[src/rtl/tec_cfg.svh]
// Constants for the paired timer/event counter block.
// Assumes a 32-bit classic Wishbone slave, register index = byte addr / 4.
`ifndef TEC_CFG_SVH
`define TEC_CFG_SVH

// Register indices
`define TEC_IDX_CNT0_HI   6'h0C
`define TEC_IDX_CNT0_LO   6'h0D
`define TEC_IDX_CNT0_CTL  6'h0E
`define TEC_IDX_CNT1_HI   6'h0F
`define TEC_IDX_CNT1_LO   6'h10
`define TEC_IDX_CNT1_CTL  6'h11
`define TEC_IDX_IRQ       6'h12
`define TEC_IDX_PORTA     6'h13

// Control field positions
`define TEC_BIT_PSC_LO    0
`define TEC_BIT_PSC_HI    2
`define TEC_BIT_EDGE      3
`define TEC_BIT_RUN       4
`define TEC_BIT_SRC       5
`define TEC_BIT_MODE_LO   6
`define TEC_BIT_MODE_HI   7
`define TEC_BIT_IRQ_EN0   0
`define TEC_BIT_IRQ_EN1   1
`define TEC_BIT_FLAG0     4
`define TEC_BIT_FLAG1     5
`define TEC_BIT_PA3       3

// Writable masks of the control registers
`define TEC_CTL0_MASK     8'hDF
`define TEC_CTL1_MASK     8'hF8

// Mode encodings
`define TEC_MODE_EVENT    2'h1
`define TEC_MODE_TIMER    2'h2
`define TEC_MODE_WIDTH    2'h3

// Reset values
`define TEC_CTL_RST       8'h00
`define TEC_CNT_RST       16'h0000
`define TEC_BUF_RST       8'h00

// Stage count giving the system clock divided by four
`define TEC_SYS_DIV4_STG  3'h2

`endif

[src/rtl/tec_pkg.sv]
// Types shared by the timer/event counter modules.
// Assumes the constants header is included by each user file.
package tec_pkg;
    typedef logic [1:0] tec_mode_t;
    typedef enum logic {TEC_PW_WAIT, TEC_PW_MEAS} tec_pw_state_t;
endpackage

[src/rtl/tec_counter.sv]
// One 16-bit count-up timer/event counter channel with preload.
// Assumes pin_i is already synchronised to clk_i.
`timescale 1ns/1ps
`include "tec_cfg.svh"
module tec_counter #(
    parameter int WIDTH = 16
) (
    // Clock, reset, enable
    input  wire logic               clk_i,
    input  wire logic               rst_i,
    input  wire logic               ce_i,
    // Control
    input  wire tec_pkg::tec_mode_t mode_i,
    input  wire logic               edge_sel_i,
    input  wire logic               run_i,
    input  wire logic               hold_i,
    input  wire logic               tick_i,
    input  wire logic               pin_i,
    // Preload write
    input  wire logic               load_i,
    input  wire logic [WIDTH-1:0]   load_val_i,
    // Status
    output logic      [WIDTH-1:0]   count_o,
    output logic                    ovf_o,
    output logic                    done_o
);
    if (WIDTH != 16) begin : g_chk
        $error("tec_counter serves 16-bit counters only");
    end

    logic [WIDTH-1:0]       preload;
    logic                   pin_q;
    tec_pkg::tec_pw_state_t state;

    // Edge and count decode
    wire rise      = pin_i & ~pin_q;
    wire fall      = ~pin_i & pin_q;
    wire cnt_edge  = edge_sel_i ? fall : rise;
    wire start_e   = edge_sel_i ? rise : fall;
    wire stop_e    = edge_sel_i ? fall : rise;
    wire is_evt    = mode_i == `TEC_MODE_EVENT;
    wire is_tmr    = mode_i == `TEC_MODE_TIMER;
    wire is_pw     = mode_i == `TEC_MODE_WIDTH;
    wire meas      = state == tec_pkg::TEC_PW_MEAS;
    wire inc       = run_i & ~hold_i & ((is_evt & cnt_edge)
                   | (is_tmr & tick_i) | (is_pw & meas & tick_i));
    wire at_max    = &count_o;
    wire load_cnt  = load_i & ~run_i;
    wire fin       = run_i & is_pw & meas & stop_e;
    wire [WIDTH-1:0] next_count = load_cnt ? load_val_i
                   : ~inc ? count_o
                   : at_max ? preload : count_o + 1'b1;

    // Counter, preload and measurement state
    always_ff @(posedge clk_i) begin
        if (rst_i) begin
            count_o <= `TEC_CNT_RST;
            preload <= `TEC_CNT_RST;
            pin_q   <= 1'b0;
            ovf_o   <= 1'b0;
            done_o  <= 1'b0;
            state   <= tec_pkg::TEC_PW_WAIT;
        end else if (ce_i) begin
            count_o <= next_count;
            if (load_i)
                preload <= load_val_i;
            pin_q   <= pin_i;
            ovf_o   <= inc & at_max & ~load_cnt;
            done_o  <= fin;
            unique case (state)
                tec_pkg::TEC_PW_WAIT:
                    if (run_i & is_pw & start_e)
                        state <= tec_pkg::TEC_PW_MEAS;
                tec_pkg::TEC_PW_MEAS:
                    if (fin | ~run_i | ~is_pw)
                        state <= tec_pkg::TEC_PW_WAIT;
            endcase
        end
    end
endmodule // tec_counter

[src/rtl/tec_top.sv]
// Pair of timer/event counters with prescaler, divider output and
// a classic Wishbone register slave.
// Assumes counter pins and the slow clock arrive asynchronously.
`timescale 1ns/1ps
`include "tec_cfg.svh"
module tec_top #(
    parameter int   WIDTH   = 16,
    parameter int   PSC_W   = 8,
    parameter logic PFD_SRC = 1'b0
) (
    // Clock, reset, enable
    input  wire logic        clk_i,
    input  wire logic        rst_i,
    input  wire logic        ce_i,
    // Wishbone slave
    input  wire logic        cyc_i,
    input  wire logic        stb_i,
    input  wire logic        we_i,
    input  wire logic [7:0]  adr_i,
    input  wire logic [3:0]  sel_i,
    input  wire logic [31:0] dat_i,
    output logic      [31:0] dat_o,
    output logic             ack_o,
    // Pins
    input  wire logic        counter0_input_i,
    input  wire logic        counter1_input_i,
    input  wire logic        slow_clk_i,
    // Outputs
    output logic             port_a_bit3_pin_o,
    output logic             wake_o,
    output logic [1:0]       irq_req_o,
    output logic [PSC_W-1:0] pwm_count_o
);
    if (WIDTH != 16 || PSC_W != 8) begin : g_chk
        $error("tec_top serves 16-bit counters and an 8-bit prescaler");
    end

    ////////////////////////////////////////////////////////////////////
    // State

    logic [7:0]       counter0_control;
    logic [7:0]       counter1_control;
    logic [7:0]       buf0;
    logic [7:0]       buf1;
    logic [1:0]       irq_en;
    logic [1:0]       flag;
    logic             pa3;
    logic [1:0]       pfd_tgl;
    logic [2:0]       sync1;
    logic [2:0]       sync2;
    logic             slow_q;
    logic [WIDTH-1:0] count0;
    logic [WIDTH-1:0] count1;
    logic             ovf0;
    logic             ovf1;
    logic             done0;
    logic             done1;

    // Tick when the low stages of the prescaler are all ones
    function automatic logic tick_at(input logic [7:0] p,
                                     input logic [2:0] st);
        logic [7:0] mask;
        mask = 8'(8'h01 << st) - 8'h01;
        return (p & mask) == mask;
    endfunction

    ////////////////////////////////////////////////////////////////////
    // Pin synchronisers

    // Two flops on each asynchronous input
    always_ff @(posedge clk_i) begin
        if (rst_i) begin
            sync1  <= 3'h0;
            sync2  <= 3'h0;
            slow_q <= 1'b0;
        end else if (ce_i) begin
            sync1  <= {slow_clk_i, counter1_input_i, counter0_input_i};
            sync2  <= sync1;
            slow_q <= sync2[2];
        end
    end

    ////////////////////////////////////////////////////////////////////
    // Bus decode

    wire [5:0] idx      = adr_i[7:2];
    wire       take     = cyc_i & stb_i & ~ack_o;
    wire       wr       = take & we_i & sel_i[0];
    wire       rd       = take & ~we_i;
    wire [7:0] wd       = dat_i[7:0];
    wire       wr_hi0   = wr & (idx == `TEC_IDX_CNT0_HI);
    wire       wr_lo0   = wr & (idx == `TEC_IDX_CNT0_LO);
    wire       wr_ctl0  = wr & (idx == `TEC_IDX_CNT0_CTL);
    wire       wr_hi1   = wr & (idx == `TEC_IDX_CNT1_HI);
    wire       wr_lo1   = wr & (idx == `TEC_IDX_CNT1_LO);
    wire       wr_ctl1  = wr & (idx == `TEC_IDX_CNT1_CTL);
    wire       wr_irq   = wr & (idx == `TEC_IDX_IRQ);
    wire       wr_pa    = wr & (idx == `TEC_IDX_PORTA);
    wire       rd_hi0   = rd & (idx == `TEC_IDX_CNT0_HI);
    wire       rd_hi1   = rd & (idx == `TEC_IDX_CNT1_HI);

    // Read data selection, unmapped reads give zero
    wire [7:0] rd_byte =
        (idx == `TEC_IDX_CNT0_HI)  ? count0[15:8] :
        (idx == `TEC_IDX_CNT0_LO)  ? buf0 :
        (idx == `TEC_IDX_CNT0_CTL) ? counter0_control :
        (idx == `TEC_IDX_CNT1_HI)  ? count1[15:8] :
        (idx == `TEC_IDX_CNT1_LO)  ? buf1 :
        (idx == `TEC_IDX_CNT1_CTL) ? counter1_control :
        (idx == `TEC_IDX_IRQ)      ? {2'h0, flag, 2'h0, irq_en} :
        (idx == `TEC_IDX_PORTA)    ? {4'h0, pa3, 3'h0} : 8'h00;

    ////////////////////////////////////////////////////////////////////
    // Control field decode

    wire [2:0] psc0     = counter0_control[`TEC_BIT_PSC_HI:`TEC_BIT_PSC_LO];
    wire       run0     = counter0_control[`TEC_BIT_RUN];
    wire       run1     = counter1_control[`TEC_BIT_RUN];
    wire       src1     = counter1_control[`TEC_BIT_SRC];
    wire       slow_rise = sync2[2] & ~slow_q;
    wire       tick0    = tick_at(pwm_count_o, psc0);
    wire       tick1    = src1 ? slow_rise
                        : tick_at(pwm_count_o, `TEC_SYS_DIV4_STG);
    wire       hold0    = rd_hi0;
    wire       hold1    = rd_hi1;
    wire       ovf_sel  = PFD_SRC ? pfd_tgl[1] : pfd_tgl[0];

    // Run bit: software write, else cleared only at width-mode end
    wire [7:0] next_ctl0 = wr_ctl0 ? (wd & `TEC_CTL0_MASK)
        : done0 ? (counter0_control & ~8'h10) : counter0_control;
    wire [7:0] next_ctl1 = wr_ctl1 ? (wd & `TEC_CTL1_MASK)
        : done1 ? (counter1_control & ~8'h10) : counter1_control;

    // Request flags: a new overflow wins over a clear
    wire [1:0] clr_flag  = wr_irq ? wd[`TEC_BIT_FLAG1:`TEC_BIT_FLAG0]
                                  : 2'h0;
    wire [1:0] next_flag = (flag & ~clr_flag) | {ovf1, ovf0};

    ////////////////////////////////////////////////////////////////////
    // Counter channels

    tec_counter #(.WIDTH(WIDTH)) u_ctr0 (
        .clk_i      (clk_i),
        .rst_i      (rst_i),
        .ce_i       (ce_i),
        .mode_i     (counter0_control[`TEC_BIT_MODE_HI:`TEC_BIT_MODE_LO]),
        .edge_sel_i (counter0_control[`TEC_BIT_EDGE]),
        .run_i      (run0),
        .hold_i     (hold0),
        .tick_i     (tick0),
        .pin_i      (sync2[0]),
        .load_i     (wr_hi0),
        .load_val_i ({wd, buf0}),
        .count_o    (count0),
        .ovf_o      (ovf0),
        .done_o     (done0)
    );

    tec_counter #(.WIDTH(WIDTH)) u_ctr1 (
        .clk_i      (clk_i),
        .rst_i      (rst_i),
        .ce_i       (ce_i),
        .mode_i     (counter1_control[`TEC_BIT_MODE_HI:`TEC_BIT_MODE_LO]),
        .edge_sel_i (counter1_control[`TEC_BIT_EDGE]),
        .run_i      (run1),
        .hold_i     (hold1),
        .tick_i     (tick1),
        .pin_i      (sync2[1]),
        .load_i     (wr_hi1),
        .load_val_i ({wd, buf1}),
        .count_o    (count1),
        .ovf_o      (ovf1),
        .done_o     (done1)
    );

    ////////////////////////////////////////////////////////////////////
    // Bus slave registers

    // Ack one cycle, registered read data
    always_ff @(posedge clk_i) begin
        if (rst_i) begin
            ack_o <= 1'b0;
            dat_o <= 32'h0000_0000;
        end else if (ce_i) begin
            ack_o <= take;
            if (rd)
                dat_o <= {24'h00_0000, rd_byte};
        end
    end

    // Control, enable and port registers
    always_ff @(posedge clk_i) begin
        if (rst_i) begin
            counter0_control <= `TEC_CTL_RST;
            counter1_control <= `TEC_CTL_RST;
            irq_en           <= 2'h0;
            flag             <= 2'h0;
            pa3              <= 1'b0;
        end else if (ce_i) begin
            counter0_control <= next_ctl0;
            counter1_control <= next_ctl1;
            flag             <= next_flag;
            if (wr_irq)
                irq_en <= wd[`TEC_BIT_IRQ_EN1:`TEC_BIT_IRQ_EN0];
            if (wr_pa)
                pa3 <= wd[`TEC_BIT_PA3];
        end
    end

    // Low-byte holding buffers, shared by writes and high reads
    always_ff @(posedge clk_i) begin
        if (rst_i) begin
            buf0 <= `TEC_BUF_RST;
            buf1 <= `TEC_BUF_RST;
        end else if (ce_i) begin
            if (wr_lo0)
                buf0 <= wd;
            else if (rd_hi0)
                buf0 <= count0[7:0];
            if (wr_lo1)
                buf1 <= wd;
            else if (rd_hi1)
                buf1 <= count1[7:0];
        end
    end

    ////////////////////////////////////////////////////////////////////
    // Prescaler, divider, wake and request outputs

    always_ff @(posedge clk_i) begin
        if (rst_i) begin
            pwm_count_o       <= '0;
            pfd_tgl           <= 2'h0;
            port_a_bit3_pin_o <= 1'b0;
            wake_o            <= 1'b0;
            irq_req_o         <= 2'h0;
        end else if (ce_i) begin
            pwm_count_o       <= pwm_count_o + 1'b1;
            pfd_tgl           <= pfd_tgl ^ {ovf1, ovf0};
            port_a_bit3_pin_o <= pa3 & ovf_sel;
            wake_o            <= ovf0 | ovf1;
            irq_req_o         <= flag & irq_en;
        end
    end
endmodule // tec_top

[config.mk]
export PLATFORM = sky130hd
export DESIGN_NAME = tec_top
export DESIGN_NICKNAME = d
export VERILOG_FILES = /design/src/rtl/tec_pkg.sv /design/src/rtl/tec_counter.sv /design/src/rtl/tec_top.sv
export VERILOG_INCLUDE_DIRS = /design/src /design/src/rtl
export SDC_FILE = /design/constraint.sdc
export NUM_CORES = 1
export LEC_CHECK = 0
export ABC_AREA = 1
export BUFFER_PORTS_ARGS = -buffer_cell sky130_fd_sc_hd__buf_4
export CAP_MARGIN = 20
export CORE_MARGIN = 2
export CORE_UTILIZATION = 59
export CTS_CLUSTER_DIAMETER = 40
export DETAILED_ROUTE_END_ITERATION = 10
export PLACE_DENSITY = 0.81
export SETUP_SLACK_MARGIN = 0.1
export SLEW_MARGIN = 20
export SYNTH_ARGS = -nofsm -noshare
export SYNTH_HDL_FRONTEND = slang
export SYNTH_HIERARCHICAL = 1
export SYNTH_SLANG_ARGS = --single-unit
[constraint.sdc]
create_clock -name clk_i -period 2.4 [get_ports clk_i]
set_input_delay 0.48 -clock clk_i [delete_from_list [all_inputs] [get_ports clk_i]]
set_output_delay 0.48 -clock clk_i [all_outputs]
set_load 0.01 [all_outputs]
==> impl_metrics.csv <==
group,metric,value,unit
synthesis,avgSynthCellArea,6.369,um^2
placed_design,hpwl,14.81,mm
job,drv_cap,0,
routing,wirelength,21.19,mm
cts,cts_tree,"yes",
timing,hold_ws,271.4,ps
routing,firstDrtPassIters,6,
global_route,grt_max_degree,35,
pwr,p_leak,3.895,nW
cts,clk_latency,430,ps
status,outcome,"finished clean",
cts,cts_root_buffer,"clkbuf_16",
global_route,grtUsageTotal,30.54,%
routing,via_per_inst,5.487,
setup_path,crit_fanout,22,
timing,tns,0,ps
die,die_h,117.9,um
synthesis,synthCells,1201,
worst_hold_path,hp-class,"in2reg",
setup_path,crit_path_end_kind,"flop",
cts,htreeDepth,4,
cts,cts_setup_buffers,0,
timing,fmax,0.4719,GHz
cts,cts_buffers,17,
timing,maxSlewViolCount,0,
timing,relSlewSlack,65.79,%
finish,antenna_cells,0,
global_route,overflow,0,
routing,ant_nets,0,
setup_path,critPathKind,"reg2reg",
global_route,antenna_found_initial,0,
cts,clockBufferDepth,2,
synthesis,ys_ff_latch,134,
synthesis,ys_seq_area_share,35.07,%
timing,hold_viol,0,
global_route,first_global_vias,6922,
synthesis,ys.flop_type,"dfxtp_1",
die,die-area,13890,um^2
routing,vias,7869,
pwr,p_per_area,596.7,nW/um^2
cts,cts_sinks,134,
synthesis,synth_cell_types,43,
placed_design,place_congestion,0.9237,
cts,clkTransAtPathRegs,60,ps
setup_path,setup.worst_path.start_class,"flop",
routing,route.detailed.drc,0,
timing,rsz0062_at_grt,"false",
timing,finalSetupViolations,0,
setup_path,critPathArrivalTime,2430,ps
synthesis,synth_edf_count,0,
synthesis,synth_area,7649,um^2
die,fp.dieW,117.9,um
die,initial_utilization,60.61,%
synthesis,ys_warn_count,6,
die,core,12620,um^2
timing,tightest_slew,511.9,ps
placed_design,portBuffers,44,
finish,area_growth,13.66,%
timing,post-route-period-util,88.30,%
die,io_pins,98,
timing,fin_crit,2119,ps
finish,final_nets,1305,
die,num_rows,41,
timing,clock_skew,9.450,ps
routing,wire_per_inst,14.78,um
cts,hold_buffers,0,
setup_path,required,2710,ps
finish,layout-drive-gt1-share,13.07,%
pwr,peakVddDrop,0.0005234,V
global_route,grt_pass1_wl,34.18,mm
routing,drtIter0Drc,881,
synthesis,async_flop_share,0,%
-- cells in the final DEF (no fill, tap or decap), types with 17 or more instances in the layout --
master / instances
nand2_1: 300
dfxtp_1: 134
buf_4: 72
conb_1: 24
inv_1: 126
nand3_1: 61
nor2_1: 186
o21ai_0: 96
a21oi_1: 102
clkbuf_16: 17
-- Yosys cell counts, drive strengths merged (3+ instances only) --
library cell / count / area (um^2)
nand2: 317 / 1272
nor2: 203 / 878.3
inv: 135 / 506.7
dfxtp: 134 / 2683
o21ai: 118 / 613.1
a21oi: 104 / 528.0
nand3: 62 / 315.3
buf: 46 / 327.8
clkbuf: 21 / 78.83
nand4: 17 / 121.4
nor3: 8 / 45.04
xor2: 8 / 70.07
or2: 7 / 43.79
a31oi: 3 / 18.77
ha: 3 / 37.54
-- per-stage QoR --
step	setup slack [ps]	cell area (um^2)	total power, mW	cells	utilization, %
after floorplan	430.6	7735	2.500	1224	-
after global placement	137.0	8092	2.585	1402	64.12
after detailed placement	105.8	8092	2.589	1402	64.12
after CTS	284.6	8690	5.198	1434	68.86
after global routing	115.8	8693	5.350	1434	68.89
final	280.9	8693	5.187	1434	68.89
-- sequential cells by signal, indices dropped and copies added, names as in the netlist, 2 cells and up --
name and cells:
u_ctr0/count_o 16, u_ctr0/preload 16, u_ctr1/count_o 16, u_ctr1/preload 16, buf0 8, buf1 8, dat_o 8, pwm_count_o 8
counter0_control 7, counter1_control 5, sync1 3, sync2 3, flag 2, irq_en 2, irq_req_o 2
-- area by class of cell --
type | count | area (um^2)
Multi-Input combinational cell | 886 | 4126
Fill cell | 1143 | 3926
Sequential cell | 134 | 2683
Timing Repair Buffer | 73 | 551.8
Inverter | 137 | 519.2
Clock buffer | 17 | 425.4
Tap cell | 172 | 215.2
Clock inverter | 15 | 172.7
-- routing by layer --
layer	vias to the layer above	global-route usage [%]	part of all wire (%)
li1	3878	-	-
met1	3549	41.17	43
met2	396	47.60	45
met3	46	7.752	10
met4	0	10.47	1.9
met5	-	0	0
-- power by group --
part	leakage, nW	internal [mW]	switching [mW]	total [mW]
clock network	0.283	1.55	1.09	2.64
registers	1.08	2.25	0.0192	2.27
logic	2.53	0.0860	0.193	0.279
total	3.89	3.89	1.30	5.19
-- worst max-delay path: stages (launching register included) --
cell and delay [ps]:
dfxtp_1 360, or2_2 330, a21oi_1 140, a22oi_1 80
a31oi_1 220, a21oi_1 100, nor2_1 150, nand2_1 70
nand2_1 70, nand2_1 70, buf_6 190, o21ai_0 170
nor2_1 50
-- path summary, 6_finish.rpt --
check | start | endpoint | slack, ps | cells past startpoint
setup / recovery | counter0_control[0]$_SDFFE_PP0P_ | u_ctr0/count_o[14]$_SDFFE_PP0P_ | 280 | 12
hold / removal | counter1_input_i | sync1[1]$_SDFFE_PP0P_ | 270 | 3
setup reg to reg | counter0_control[0]$_SDFFE_PP0P_ | u_ctr0/count_o[14]$_SDFFE_PP0P_ | 280 | 12
hold reg to reg | buf1[0]$_SDFFE_PP0P_ | buf1[0]$_SDFFE_PP0P_ | 480 | 2
-- logic make-up after synthesis --
family,count (synthesis),share of synthesized area [%]
other,1,0.04903
buffers and inverters,204,12.11
AOI/OAI and AO/OA,233,15.97
xor gates and xnor gates,10,1.145
and+or+nand+nor,616,35.17
adders and majority gates,3,0.4908
DFF,134,35.07
-- what timing repair did --
item                       4_1_cts  5_1_grt
setup endpoints to repair        0        3
hold endpoints to repair         0        0
resized for setup                0        1
No activity file was read; power rests on OpenSTA's default activity.
